$ cat src/hdl/can_rx_pkg.sv
// Package with register map, field layout and constants of the CAN receive block.
// Behaviour
// - Length code is four bits; 0 to 8 give byte count, 9 to 15 are invalid.
// - Length register bit 6 shows a remote request frame.
// - Length register bits 7, 5 and 4 always read zero.
// - Each receive buffer has eight readable data bytes, indexed 0 to 7.
// - Eight-bit read-only receive error count; above 127 means error passive.
// - Receive error count never causes bus-off on its own.
// - Filter low byte bit 3 selects extended-only or standard-only acceptance.
// - Filter high byte matches standard bits 10..3 or extended bits 28..21.
// - Filter low byte bits 7..5 and 1..0 hold id bits; bits 4 and 2 read zero.
// - Mask high byte covers standard bits 10..3 or extended bits 28..21.
// - Mask low byte bits 7..5 and 1..0 hold mask bits; bits 4..2 read zero.
// - Buffer keeps extended id bits 15..0; filters and masks hold bits 15..0.
// - Device sets full flag on store; software clears it after reading.
// - Mode 00 all valid, 01 standard, 10 extended, 11 all including errored.
package can_rx_pkg;
    localparam int NUM_BUF = 2;
    localparam int NUM_FILT = 2;
    localparam int NUM_DATA = 8;
    localparam logic [3:0] LEN_MAX = 4'h8;
    localparam logic [7:0] REC_PASSIVE_LIMIT = 8'h7F;
    // Byte offsets, one aligned word each.
    localparam logic [11:0] OFS_BUF_BASE = 12'h000;
    localparam logic [11:0] OFS_BUF_STRIDE = 12'h040;
    localparam logic [5:0] OFS_STD_HIGH = 6'h00;
    localparam logic [5:0] OFS_STD_LOW = 6'h04;
    localparam logic [5:0] OFS_EXT_HIGH = 6'h08;
    localparam logic [5:0] OFS_EXT_LOW = 6'h0C;
    localparam logic [5:0] OFS_LENGTH = 6'h10;
    localparam logic [5:0] OFS_CTRL = 6'h14;
    localparam logic [5:0] OFS_DATA0 = 6'h20;
    localparam logic [11:0] OFS_FILT_BASE = 12'h100;
    localparam logic [11:0] OFS_MASK_BASE = 12'h180;
    localparam logic [11:0] OFS_ID_STRIDE = 12'h010;
    localparam logic [11:0] OFS_REC = 12'h200;
    localparam logic [11:0] OFS_STATUS = 12'h204;
    localparam logic [11:0] OFS_INT_STAT = 12'h208;
    localparam logic [11:0] OFS_INT_MASK = 12'h20C;
    // Field positions.
    localparam int LEN_RTR_BIT = 6;
    localparam int SEL_EXT_BIT = 3;
    localparam int CTRL_FULL_BIT = 7;
    localparam logic [7:0] STD_LOW_KEEP = 8'hEB;
    localparam logic [7:0] MASK_LOW_KEEP = 8'hE3;
    localparam logic [7:0] LEN_KEEP = 8'h4F;
    localparam logic [1:0] MODE_ALL_VALID = 2'h0;
    localparam logic [1:0] MODE_STD_ONLY = 2'h1;
    localparam logic [1:0] MODE_EXT_ONLY = 2'h2;
    localparam logic [1:0] MODE_ALL = 2'h3;
    // Interrupt status bits: frame stored in buffer 0, 1; frame dropped.
    localparam int INT_W = 3;
    localparam int INT_DROP_BIT = 2;
endpackage

$ cat src/hdl/can_id_match.sv
// One acceptance filter with its mask checked against a received identifier.
`timescale 1ns/100ps
`default_nettype none
module can_id_match
    import can_rx_pkg::*;
(
    input wire logic [28:0] rx_id,
    input wire logic rx_ext,
    input wire logic [7:0] f_std_high,
    input wire logic [7:0] f_std_low,
    input wire logic [7:0] f_ext_high,
    input wire logic [7:0] f_ext_low,
    input wire logic [7:0] m_std_high,
    input wire logic [7:0] m_std_low,
    input wire logic [7:0] m_ext_high,
    input wire logic [7:0] m_ext_low,
    output logic hit
);
    logic [28:0] fid;
    logic [28:0] mid;
    logic [28:0] cmp;
    logic fsel;
    // Filter and mask bytes are laid out as one 29-bit identifier.
    always_comb
    begin
        fsel = f_std_low[SEL_EXT_BIT];
        fid = {f_std_high, f_std_low[7:5], f_std_low[1:0],
               f_ext_high, f_ext_low};
        mid = {m_std_high, m_std_low[7:5], m_std_low[1:0],
               m_ext_high, m_ext_low};
        if (!fsel)
        begin
            // Standard identifiers sit in bits 28..18.
            mid[17:0] = '0;
        end
        cmp = (rx_id ^ fid) & mid;
        hit = (fsel == rx_ext) && (cmp == '0);
    end
endmodule // can_id_match
`default_nettype wire

$ cat src/hdl/can_rx_err_count.sv
// Receive error counter with error-passive indication.
`timescale 1ns/100ps
`default_nettype none
module can_rx_err_count
    import can_rx_pkg::*;
(
    input wire logic hclk,
    input wire logic hresetn,
    input wire logic err_inc1,
    input wire logic err_inc8,
    input wire logic ok_dec,
    output logic [7:0] count,
    output logic passive
);
    typedef struct packed {
        logic [7:0] cnt;
        logic pas;
    } st_t;
    st_t s_r;
    st_t s_nxt;
    logic [8:0] sum;
    // Saturating count; it only reports passive, never bus-off.
    always_comb
    begin
        s_nxt = s_r;
        sum = {1'b0, s_r.cnt};
        if (err_inc8)
            sum = sum + 9'h008;
        else if (err_inc1)
            sum = sum + 9'h001;
        else if (ok_dec && s_r.cnt != 8'h00)
            sum = sum - 9'h001;
        s_nxt.cnt = sum[8] ? 8'hFF : sum[7:0];
        s_nxt.pas = s_nxt.cnt > REC_PASSIVE_LIMIT;
    end
    always_ff @(posedge hclk or negedge hresetn)
    begin
        if (!hresetn)
            s_r <= '0;
        else
            s_r <= s_nxt;
    end
    assign count = s_r.cnt;
    assign passive = s_r.pas;
endmodule // can_rx_err_count
`default_nettype wire

$ cat src/hdl/can_rx_buffer_acceptance_filter.sv
// Receive buffers, acceptance filters and AHB-Lite registers of a CAN receiver.
`timescale 1ns/100ps
`default_nettype none
module can_rx_buffer_acceptance_filter
    import can_rx_pkg::*;
(
    input wire logic hclk,
    input wire logic hresetn,
    input wire logic hsel,
    input wire logic [11:0] haddr,
    input wire logic [1:0] htrans,
    input wire logic hwrite,
    input wire logic [2:0] hsize,
    input wire logic [31:0] hwdata,
    input wire logic hready,
    output logic [31:0] hrdata,
    output logic hreadyout,
    output logic hresp,
    input wire logic frame_valid,
    input wire logic frame_error,
    input wire logic [28:0] frame_id,
    input wire logic frame_ext,
    input wire logic frame_rtr,
    input wire logic [3:0] frame_len,
    input wire logic [63:0] frame_data,
    input wire logic rec_inc1,
    input wire logic rec_inc8,
    input wire logic rec_dec,
    output logic error_passive,
    output logic irq
);
    typedef struct packed {
        logic [7:0] std_high;
        logic [7:0] std_low;
        logic [7:0] ext_high;
        logic [7:0] ext_low;
        logic [7:0] length;
        logic [NUM_DATA-1:0][7:0] data;
        logic full;
        logic [1:0] mode;
        logic hit;
    } buf_t;
    typedef struct packed {
        logic [7:0] std_high;
        logic [7:0] std_low;
        logic [7:0] ext_high;
        logic [7:0] ext_low;
    } idreg_t;
    typedef struct packed {
        buf_t [NUM_BUF-1:0] rb;
        idreg_t [NUM_FILT-1:0] filt;
        idreg_t [NUM_FILT-1:0] mask;
        logic [INT_W-1:0] int_stat;
        logic [INT_W-1:0] int_mask;
        logic wr_pend;
        logic [11:0] wr_addr;
        logic [31:0] rdata;
        logic irq;
        logic passive;
    } state_t;

    state_t s_r;
    state_t s_nxt;
    logic [NUM_FILT-1:0] hit;
    logic [7:0] rec_count;
    logic rec_passive;

    // Filter n steers buffer n; each compares against the incoming frame.
    genvar g;
    generate
        for (g = 0; g < NUM_FILT; g++)
        begin : g_match
            can_id_match u_match (
                .rx_id(frame_id),
                .rx_ext(frame_ext),
                .f_std_high(s_r.filt[g].std_high),
                .f_std_low(s_r.filt[g].std_low),
                .f_ext_high(s_r.filt[g].ext_high),
                .f_ext_low(s_r.filt[g].ext_low),
                .m_std_high(s_r.mask[g].std_high),
                .m_std_low(s_r.mask[g].std_low),
                .m_ext_high(s_r.mask[g].ext_high),
                .m_ext_low(s_r.mask[g].ext_low),
                .hit(hit[g])
            );
        end
    endgenerate

    can_rx_err_count u_rec (
        .hclk(hclk),
        .hresetn(hresetn),
        .err_inc1(rec_inc1),
        .err_inc8(rec_inc8),
        .ok_dec(rec_dec),
        .count(rec_count),
        .passive(rec_passive)
    );

    // Decide whether a buffer takes the frame under its mode setting.
    function automatic logic mode_ok(input logic [1:0] m, input logic ext,
                                     input logic err);
        logic ok;
        ok = 1'b0;
        unique case (m)
            MODE_ALL_VALID: ok = !err;
            MODE_STD_ONLY: ok = !err && !ext;
            MODE_EXT_ONLY: ok = !err && ext;
            MODE_ALL: ok = 1'b1;
        endcase
        return ok;
    endfunction

    // Read value of the register at a word address.
    function automatic logic [31:0] read_reg(input state_t s,
                                             input logic [11:0] a);
        logic [31:0] v;
        logic [5:0] sub;
        int b;
        v = '0;
        sub = a[5:0];
        for (b = 0; b < NUM_BUF; b++)
        begin
            if (a[11:6] == 6'((OFS_BUF_BASE + OFS_BUF_STRIDE * b) >> 6))
            begin
                if (sub == OFS_STD_HIGH)
                    v[7:0] = s.rb[b].std_high;
                if (sub == OFS_STD_LOW)
                    v[7:0] = s.rb[b].std_low;
                if (sub == OFS_EXT_HIGH)
                    v[7:0] = s.rb[b].ext_high;
                if (sub == OFS_EXT_LOW)
                    v[7:0] = s.rb[b].ext_low;
                if (sub == OFS_LENGTH)
                    v[7:0] = s.rb[b].length & LEN_KEEP;
                if (sub == OFS_CTRL)
                    v[7:0] = {s.rb[b].full, s.rb[b].mode, 4'h0,
                              s.rb[b].hit};
                // The upper half of a buffer's window holds the data bytes.
                if (sub[5])
                    v[7:0] = s.rb[b].data[sub[4:2]];
            end
        end
        for (b = 0; b < NUM_FILT; b++)
        begin
            if (a[11:4] == 8'((OFS_FILT_BASE + OFS_ID_STRIDE * b) >> 4))
                v[7:0] = s.filt[b][8 * (3 - int'(a[3:2])) +: 8];
            if (a[11:4] == 8'((OFS_MASK_BASE + OFS_ID_STRIDE * b) >> 4))
                v[7:0] = s.mask[b][8 * (3 - int'(a[3:2])) +: 8];
        end
        if (a == OFS_REC)
            v[7:0] = rec_count;
        if (a == OFS_STATUS)
            v[0] = rec_passive;
        if (a == OFS_INT_STAT)
            v[INT_W-1:0] = s.int_stat;
        if (a == OFS_INT_MASK)
            v[INT_W-1:0] = s.int_mask;
        return v;
    endfunction

    logic addr_phase;
    logic [INT_W-1:0] evt;
    logic stored;

    // Bus decode, write data phase, frame storage and interrupts.
    always_comb
    begin
        s_nxt = s_r;
        evt = '0;
        stored = 1'b0;
        addr_phase = hsel && hready && htrans[1];
        if (s_r.wr_pend)
        begin
            for (int b = 0; b < NUM_BUF; b++)
            begin
                if (s_r.wr_addr[11:6] ==
                    6'((OFS_BUF_BASE + OFS_BUF_STRIDE * b) >> 6))
                begin
                    unique case (s_r.wr_addr[5:0])
                        OFS_STD_HIGH: s_nxt.rb[b].std_high = hwdata[7:0];
                        OFS_STD_LOW: s_nxt.rb[b].std_low = hwdata[7:0];
                        OFS_EXT_HIGH: s_nxt.rb[b].ext_high = hwdata[7:0];
                        OFS_EXT_LOW: s_nxt.rb[b].ext_low = hwdata[7:0];
                        OFS_LENGTH: s_nxt.rb[b].length =
                            hwdata[7:0] & LEN_KEEP;
                        OFS_CTRL:
                        begin
                            s_nxt.rb[b].mode = hwdata[6:5];
                            if (!hwdata[CTRL_FULL_BIT])
                                s_nxt.rb[b].full = 1'b0;
                        end
                        default:
                        begin
                            if (s_r.wr_addr[5])
                                s_nxt.rb[b].data[s_r.wr_addr[4:2]] =
                                    hwdata[7:0];
                        end
                    endcase
                end
            end
            for (int b = 0; b < NUM_FILT; b++)
            begin
                if (s_r.wr_addr[11:4] ==
                    8'((OFS_FILT_BASE + OFS_ID_STRIDE * b) >> 4))
                begin
                    s_nxt.filt[b][8 * (3 - int'(s_r.wr_addr[3:2])) +: 8] =
                        hwdata[7:0];
                    s_nxt.filt[b].std_low = s_nxt.filt[b].std_low
                        & STD_LOW_KEEP;
                end
                if (s_r.wr_addr[11:4] ==
                    8'((OFS_MASK_BASE + OFS_ID_STRIDE * b) >> 4))
                begin
                    s_nxt.mask[b][8 * (3 - int'(s_r.wr_addr[3:2])) +: 8] =
                        hwdata[7:0];
                    s_nxt.mask[b].std_low = s_nxt.mask[b].std_low
                        & MASK_LOW_KEEP;
                end
            end
            if (s_r.wr_addr == OFS_INT_STAT)
                s_nxt.int_stat = s_r.int_stat & ~hwdata[INT_W-1:0];
            if (s_r.wr_addr == OFS_INT_MASK)
                s_nxt.int_mask = hwdata[INT_W-1:0];
        end
        // A finished frame goes to the first free buffer whose filter hits and whose mode accepts it.
        if (frame_valid)
        begin
            for (int b = 0; b < NUM_BUF; b++)
            begin
                if (!stored && hit[b] && !s_r.rb[b].full
                    && mode_ok(s_r.rb[b].mode, frame_ext, frame_error))
                begin
                    stored = 1'b1;
                    s_nxt.rb[b].std_high = frame_id[28:21];
                    s_nxt.rb[b].std_low = {frame_id[20:18], 1'b0,
                        frame_ext, 1'b0, frame_id[17:16]};
                    s_nxt.rb[b].ext_high = frame_id[15:8];
                    s_nxt.rb[b].ext_low = frame_id[7:0];
                    s_nxt.rb[b].length = {1'b0, frame_rtr, 2'b00,
                        frame_len};
                    for (int d = 0; d < NUM_DATA; d++)
                        s_nxt.rb[b].data[d] = frame_data[8 * d +: 8];
                    s_nxt.rb[b].hit = 1'b1;
                    // Contents and full flag land on the same edge.
                    s_nxt.rb[b].full = 1'b1;
                    evt[b] = 1'b1;
                end
            end
            if (!stored)
                evt[INT_DROP_BIT] = 1'b1;
        end
        s_nxt.int_stat = s_nxt.int_stat | evt; // set wins over clear
        s_nxt.wr_pend = addr_phase && hwrite;
        s_nxt.wr_addr = {haddr[11:2], 2'b00};
        if (addr_phase && !hwrite)
            s_nxt.rdata = read_reg(s_nxt, {haddr[11:2], 2'b00});
        s_nxt.irq = |(s_nxt.int_stat & s_nxt.int_mask);
        s_nxt.passive = rec_passive;
    end

    always_ff @(posedge hclk or negedge hresetn)
    begin
        if (!hresetn)
            s_r <= '0;
        else
            s_r <= s_nxt;
    end

    assign hrdata = s_r.rdata;
    assign hreadyout = 1'b1;
    assign hresp = 1'b0;
    assign irq = s_r.irq;
    assign error_passive = s_r.passive;
endmodule // can_rx_buffer_acceptance_filter
`default_nettype wire

$ cat config.mk
export PLATFORM = sky130hd
export DESIGN_NAME = can_rx_buffer_acceptance_filter
export DESIGN_NICKNAME = d
export VERILOG_FILES = /design/src/hdl/can_rx_pkg.sv /design/src/hdl/can_id_match.sv /design/src/hdl/can_rx_err_count.sv /design/src/hdl/can_rx_buffer_acceptance_filter.sv
export SDC_FILE = /design/constraint.sdc
export NUM_CORES = 1
export LEC_CHECK = 0
export ABC_AREA = 1
export BUFFER_PORTS_ARGS = -buffer_cell sky130_fd_sc_hd__buf_2
export CORE_MARGIN = 5
export CORE_UTILIZATION = 40
export DETAILED_ROUTE_END_ITERATION = 7
export PLACE_DENSITY = 0.65
export SLEW_MARGIN = 0
export SYNTH_ARGS = -nofsm -noshare
export SYNTH_HDL_FRONTEND = slang
export SYNTH_SLANG_ARGS = --single-unit
$ cat constraint.sdc
create_clock -name hclk -period 4.2 [get_ports hclk]
set_clock_uncertainty 0.15 [all_clocks]
set_input_delay 0 -clock hclk [delete_from_list [all_inputs] [get_ports hclk]]
set_output_delay 0 -clock hclk [all_outputs]
set_load 0.02 [all_outputs]
==> results.rst, run 1 <==
.. list-table::
   :header-rows: 1

   * - Metric
     - Value
   * - Status
     - finished, violations left
   * - Failing checks
     - hold timing
   * - Die Y
     - 241.9 µm
   * - Number of buffers inserted during clock tree synthesis
     - 43
   * - Worst path most repeated cell
     - nand2_1
   * - Maximum cell stage delay along the critical path
     - 0.39 ns
   * - Core Box Area
     - 53,600 µm²
   * - Sequential fraction of design power
     - 43.4%
   * - Number of buffers and inverters on the critical path
     - 4
   * - Remaining DRCs
     - 0
   * - Clock slew at reported path FFs
     - 0.06 ns
   * - Peak supply drop
     - 0.3344 mV
   * - Path type of the worst min-delay path
     - primary input to asynchronous set/reset pin
   * - PnR worst setup slack
     - 0.1726 ns
   * - Number of warnings reported in the yosys synthesis log
     - 0
   * - Met3 layer usage reported by global route
     - 5.252%
   * - Endpoints failing hold
     - 8
   * - Net Switching
     - 0.002406 W
   * - Clock latency on the worst-skew pair
     - 0.58 ns
   * - FF-to-FF path depth
     - 29
   * - Layout Cells excl Fill
     - 4,057
   * - First-pass detailed-route iteration total
     - 7
   * - Overall die width
     - 241.9 µm
   * - Layout cell share with drive strength beyond 1
     - 12.32%
   * - Routed length per instance
     - 21.09 µm
   * - Internal cell power
     - 0.006281 W
   * - Largest net degree at the start of global routing
     - 79
   * - Clock tree from TritonCTS
     - yes
   * - Wire length of the first global-routing pass
     - 128,300 µm
   * - Net count, final
     - 3,504
   * - Number of global-route vias before repair
     - 20,886
   * - Most crowded layer after global routing
     - met2
   * - Sort of element at the end of the critical path
     - flip-flop
   * - Unique masters post-synth
     - 53
   * - Pins over their slew limit
     - 0
   * - Relative max-transition margin
     - 42.63%
   * - Met1 usage
     - 37.44%
   * - Post-synthesis to final-layout area growth
     - 22.68%
   * - Critical path type
     - flip-flop to flip-flop
   * - Cell count along the critical path
     - 29
   * - Final GP Congestion
     - 0.9832
   * - Post-Route Setup TNS
     - 0 ns
   * - Post-layout util
     - 49.25%
   * - Maximum operating frequency
     - 248.3 MHz
   * - Flops & latches, synth
     - 373
   * - Quantity of I/O buffers inserted on ports
     - 137
   * - Average cell area after synthesis
     - 7.123 µm²
   * - Type of origin of the critical path
     - flip-flop
   * - Clk sink count
     - 373
   * - Required time at the endpoint of the critical path
     - 4.52 ns
   * - Post-Place Setup Slack
     - 0.2199 ns
   * - Initial antenna violation count
     - 1
   * - PD cells
     - 329.1 nW/µm²
   * - Initial DRC count
     - 2,432
   * - Most common library cell in the layout ignoring fill and taps
     - nand2_1
   * - Met2 Track Usage GR
     - 45.36%
   * - Layout fillers
     - 5,360
   * - Half-perimeter wire length of the detailed placement result
     - 61,080 µm
   * - Global-route usage over all layers
     - 28.21%
   * - Arrival @ worst endpoint
     - 4.35 ns
   * - Highest net fanout along the worst path
     - 36
   * - Die outline area
     - 58,540 µm²
   * - Seq/Total Area, Yosys
     - 43.37%
   * - Num ports
     - 194
   * - Combinational group share of total power
     - 12.8%
   * - Reported max-cap violation count
     - 0
   * - Relative contribution of the clock network to total power
     - 43.7%
   * - Root buffer selected by CTS
     - clkbuf_16
   * - Num rows
     - 85
   * - Switching power as a share of total power
     - 27.70%
   * - Maximum buffer depth of the clock tree
     - 3
   * - Number of setup violations in the final report
     - 0
   * - Top library cells by usage in the layout, fill and taps aside
     - nand2_1, o21ai_0, dfrtp_1, inv_1, nor2_1
   * - Vias per cell
     - 5.399
   * - Number of nets still failing antenna checks after routing
     - 0
   * - Min Clock Period, post-route
     - 4.027 ns
   * - Leakage component of the power
     - 13.98 nW
   * - Placed instance count
     - 3,841
   * - Mapped cell area
     - 21,520 µm²
   * - Overflow left after global routing
     - 0
   * - Starting density of the core
     - 40.15%
   * - CP top delay family
     - simple AND/OR/NAND/NOR gates
   * - Aggregate routed wire length
     - 85,570 µm
   * - H-tree Lvls
     - 2
   * - Pin slew with the least headroom to its limit
     - 0.8573 ns
   * - Cell count after synthesis
     - 3,021
   * - Fraction of the cycle the final worst path needs
     - 95.89%
   * - Post-route worst hold slack
     - -0.009048 ns
   * - Cell with the biggest individual delay on the critical path
     - dfrtp_1
   * - Vias after detailed routing
     - 21,902
   * - Power, Total
     - 0.008687 W
==> power by group through the flow <==
stage | Clock, W | Sequential (W) | Combinational (W)
after floorplan | 0 | 0.00380 | 0.000549
after global placement | 0 | 0.00383 | 0.000968
after detailed placement | 0 | 0.00383 | 0.000971
after CTS | 0.00384 | 0.00377 | 0.00109
after global routing | 0.00398 | 0.00378 | 0.00122
final | 0.00380 | 0.00377 | 0.00112
==> layer usage <==
metal  wire (µm)  up-vias
met5           0        -
met4        4239        0
met3        7664      215
met2       39050     1086
met1       34610    10246
li1            -    10355
==> kinds of logic (layout without fill, tap and decap cells) <==
| kind of cell | Yosys count | after routing | synth area share, % |
|---|---|---|---|
| DFF | 373 | 373 | 43.37 |
| xor gates and xnor gates | 3 | 3 | 0.1221 |
| and+or+nand+nor | 1354 | 1354 | 25.55 |
| adders and majority gates | 12 | 12 | 0.6977 |
| buffers and inverters | 543 | 858 | 10.99 |
| muxes | 19 | 19 | 0.9594 |
| other | 2 | 27 | 0.03490 |
| AOI/OAI and AO/OA | 715 | 715 | 18.27 |
==> flip-flops by register name, indices dropped and copies added (netlist names) <==
register       count
s_r              355
error_passive      1
irq                1
u_rec.count        8
hrdata             8
==> metrics by stage <==
stage | area, µm² | hold WS [ns]
after floorplan | 21610 | -0.4456
after global placement | 23480 | -0.08892
after detailed placement | 23480 | -0.1001
after CTS | 26270 | 0.003433
after global routing | 26400 | 0.03074
final | 26400 | -0.009048
==> worst register-to-register path: cells and delay by family (launching register included) <==
family / cells / cell delay, ns
buffers and inverters: 4 / 0.62
AOI/OAI and AO/OA: 5 / 0.58
and+or+nand+nor: 20 / 2.17
DFF: 1 / 0.39
==> final timing paths <==
kind | startpoint | end | slack, ns
max in group asynchronous | hresetn | s_r[204] | 3.36
max reg2reg | s_r[136] | hrdata[4] | 0.17
min reg2reg | s_r[289] | s_r[289] | 0.31
min | hresetn | s_r[185] | -0.009
max | s_r[136] | hrdata[4] | 0.17
min in group hclk | hwdata[1] | s_r[210] | 0.02
==> layout make-up <==
class / instances / area, µm² / area share [%]
clock inverters: 12 / 113.9 / 0.4313
well taps: 696 / 870.8 / 3.299
inverters: 364 / 1366 / 5.176
repair buffers: 423 / 3451 / 13.07
flip-flops and latches: 373 / 9334 / 35.36
clock buffers: 59 / 1269 / 4.806
multi-input cells: 2129 / 9992 / 37.85
diodes: 1 / 2.502 / 0.009479
==> Yosys cell counts (all sizes together) <==
cell	count	area (µm²)
clkinv	3	11.26
a211oi	2	15.01
nor2	167	644.4
a22oi	3	22.52
nand4	49	306.5
o21ai	506	2540
clkbuf	85	319.1
a21boi	1	7.510
a221o	2	20.02
conb	2	7.510
dfrtp	373	9334
o2111ai	14	122.6
a221oi	11	96.34
nand3	92	473.0
a21o	1	7.510
buf	94	680.7
nor4	7	43.79
mux2	13	146.4
a21oi	71	359.1
nor3	23	126.4
mux2i	6	60.06
o31ai	1	7.510
or2	18	112.6
nand3b	6	45.04
nand2	988	3721
o221ai	1	8.760
o211ai	29	217.7
a22o	9	78.83
and2	4	25.02
inv	361	1355
o21bai	3	22.52
ha	12	150.1
a31o	1	8.760
o32ai	1	8.760
o21a	15	112.6
xor2	3	26.28
o22ai	35	219.0
a31oi	9	56.30
==> what timing repair did <==
action	CTS	global route
hold buffers	139	0
buffers inserted	0	3
gates resized for setup	0	19
hold endpoints to repair	644	0
endpoints found under the setup margin	0	7
Power figures use the tool's default switching activity.
==> inputs of run 2 (changes only) <==
--- a/config.mk
+++ b/config.mk
@@ -8,9 +8,9 @@
 export ABC_AREA = 1
 export BUFFER_PORTS_ARGS = -buffer_cell sky130_fd_sc_hd__buf_2
 export CORE_MARGIN = 5
-export CORE_UTILIZATION = 40
+export CORE_UTILIZATION = 54
 export DETAILED_ROUTE_END_ITERATION = 7
-export PLACE_DENSITY = 0.65
+export PLACE_DENSITY = 0.81
 export SLEW_MARGIN = 0
 export SYNTH_ARGS = -nofsm -noshare
 export SYNTH_HDL_FRONTEND = slang
==> run 2 against run 1 <==
The flow now finishes without violations. Non-clock buffer count rose by 28. Via count up 6.0%. Hold slack gained 0.050 ns. Core utilization up 18 points. First-iteration DRC count increased by 21%. Final area is 0.71% higher. Flip-flop and latch count is the same. Worst setup slack lost 0.052 ns. Power rose by 1.5%. Critical path depth is 1 lower. Maximum frequency is 1.3% lower. Clock power up 3%. Critical path type unchanged. Largest cell class unchanged. Highest routed layer is now met5.
==> results.rst, run 2 (same netlist as run 1, synthesis figures left out) <==
.. list-table::
   :header-rows: 1

   * - Metric
     - Value
   * - Status
     - finished clean
   * - Core Box Area
     - 39,550 µm²
   * - Quantity of I/O buffers inserted on ports
     - 137
   * - Hold Crit Depth
     - 2
   * - Remaining DRCs
     - 0
   * - Layout cell share with drive strength beyond 1
     - 13.15%
   * - Starting density of the core
     - 54.41%
   * - Initial antenna violation count
     - 1
   * - Maximum operating frequency
     - 245.1 MHz
   * - Final GP Congestion
     - 1.024
   * - WHS Endpoint
     - s_r[36]
   * - Num rows
     - 73
   * - Most common library cell in the layout ignoring fill and taps
     - nand2_1
   * - Worst reg2reg setup slack
     - 0.12 ns
   * - Worst path most repeated cell
     - nand2_1
   * - Die Y
     - 209.6 µm
   * - Register with the most flip-flops
     - s_r
   * - Worst Min Path Start
     - haddr[2]
   * - Global-route usage over all layers
     - 38.63%
   * - Die outline area
     - 43,940 µm²
   * - Flip-flop count of the largest register after layout
     - 355
   * - Post-synthesis to final-layout area growth
     - 23.55%
   * - Maximum cell stage delay along the critical path
     - 0.41 ns
   * - Type of origin of the critical path
     - flip-flop
   * - Largest net degree at the start of global routing
     - 118
   * - Num ports
     - 194
   * - Fraction of the cycle the final worst path needs
     - 97.14%
   * - Relative max-transition margin
     - 28.57%
   * - Worst flop-to-flop path startpoint
     - s_r[136]
   * - Clock slew at reported path FFs
     - 0.07 ns
   * - Wire length of the first global-routing pass
     - 129,800 µm
   * - Clock latency on the worst-skew pair
     - 0.59 ns
   * - Number of global-route vias before repair
     - 21,849
   * - Peak supply drop
     - 0.3463 mV
   * - Path type of the worst min-delay path
     - primary input to flip-flop
   * - Layout Cells excl Fill
     - 3,916
   * - Required time at the endpoint of the critical path
     - 4.51 ns
   * - Post-Route Setup TNS
     - 0 ns
   * - Net count, final
     - 3,532
   * - Number of setup violations in the final report
     - 0
   * - Reported max-cap violation count
     - 0
   * - Min Clock Period, post-route
     - 4.080 ns
   * - Leakage component of the power
     - 14.21 nW
   * - Antenna cell count
     - 0
   * - Post-layout util
     - 67.22%
   * - Highest net fanout along the worst path
     - 13
   * - Power, Total
     - 0.008817 W
   * - Top library cells by usage in the layout, fill and taps aside
     - nand2_1, o21ai_0, dfrtp_1, inv_1, nor2_1
   * - Half-perimeter wire length of the detailed placement result
     - 63,000 µm
   * - Routed length per instance
     - 22.99 µm
   * - Number of buffers inserted during clock tree synthesis
     - 42
   * - Root buffer selected by CTS
     - clkbuf_16
   * - H-tree Lvls
     - 2
   * - Overflow left after global routing
     - 0
   * - Area post-placement
     - 23,350 µm²
   * - Worst r2r dst
     - hrdata[4]
   * - Vias after detailed routing
     - 23,221
   * - PD cells
     - 331.6 nW/µm²
   * - Pin slew with the least headroom to its limit
     - 1.066 ns
   * - FF-to-FF path depth
     - 28
   * - Overall die width
     - 209.6 µm
   * - Aggregate routed wire length
     - 90,020 µm
   * - Clock tree from TritonCTS
     - yes
   * - Cell with the biggest individual delay on the critical path
     - dfrtp_1
   * - Maximum buffer depth of the clock tree
     - 3
   * - Endpoints failing hold
     - 0
   * - Design area
     - 26,590 µm²
   * - Pins over their slew limit
     - 0
   * - First-pass detailed-route iteration total
     - 7
   * - Vias per cell
     - 5.930
   * - Critical path type
     - flip-flop to flip-flop
   * - Arrival @ worst endpoint
     - 4.39 ns
   * - Placed instance count
     - 3,684
   * - Number of nets still failing antenna checks after routing
     - 0
   * - Clk sink count
     - 373
   * - Initial DRC count
     - 2,935
   * - Sort of element at the end of the critical path
     - flip-flop
## run 2: cell count changes in the layout (fill, tap and decap cells not counted), sizes merged
| cell | before | now |
|---|---|---|
| buf | 283 | 308 |
| bufinv | 2 | 4 |
| clkbuf | 61 | 70 |
| clkinv | 13 | 10 |
| clkinvlp | 0 | 1 |
| diode | 1 | 0 |
| dlygate4sd3 | 138 | 135 |
| inv | 361 | 360 |
| nand3 | 92 | 93 |
## run 2: how the worst max path moves through the flow
| stage | start | to | slack [ns] | cells past startpoint |
|---|---|---|---|---|
| after detailed placement | s_r[45] | hrdata[3] | 0.1 | 27 |
| after CTS | s_r[45] | hrdata[3] | 0.05 | 27 |
| after global placement | s_r[45] | hrdata[3] | 0.13 | 27 |
| after global routing | s_r[136] | hrdata[1] | -0.05 | 34 |
| after floorplan | s_r[36] | hrdata[1] | 0.99 | 29 |
| final | s_r[136] | hrdata[4] | 0.12 | 28 |
## run 2: power breakdown
part | switching (W) | total [W] | internal (W)
logic | 0.000751 | 0.00114 | 0.000388
clock network | 0.00158 | 0.00391 | 0.00233
registers | 0.0000902 | 0.00377 | 0.00368
total | 0.00242 | 0.00882 | 0.00640
## run 2: final cells by class
| class | count | area [µm²] |
|---|---|---|
| flip-flops and latches | 373 | 9334 |
| multi-input cells | 2130 | 10030 |
| clock inverters | 11 | 155.1 |
| well taps | 525 | 656.9 |
| repair buffers | 451 | 3772 |
| inverters | 364 | 1373 |
| fillers | 3351 | 12960 |
| clock buffers | 62 | 1270 |
## run 2: repair_timing
action | 4_1_cts | 5_1_grt
hold buffers | 136 | 0
endpoints found under the setup margin | 0 | 8
endpoints found under the hold margin | 630 | 0
buffers inserted | 0 | 15
gates resized for setup | 0 | 36
## run 2: routing by layer
layer	track usage, %	routed length, µm	vias up
met5	0	9	-
met4	22.68	6879	2
met3	6.667	9036	427
met2	63.13	41100	1568
met1	48.39	32990	10805
li1	-	-	10419
## run 2: stage by stage
step | setup WS [ns] | hold slack (ns)
after CTS | 0.05000 | 0.01199
after global routing | -0.05467 | 0.03817
after floorplan | 0.9875 | -0.4456
after detailed placement | 0.09957 | -0.1437
after global placement | 0.1289 | -0.1420
final | 0.1203 | 0.04067
## run 2: critical path, delay by kind of cell (launching register included)
family	cells	cell delay, ns
compound gates	5	0.74
buf+inv	3	0.54
flops	1	0.41
simple gates	20	2.10
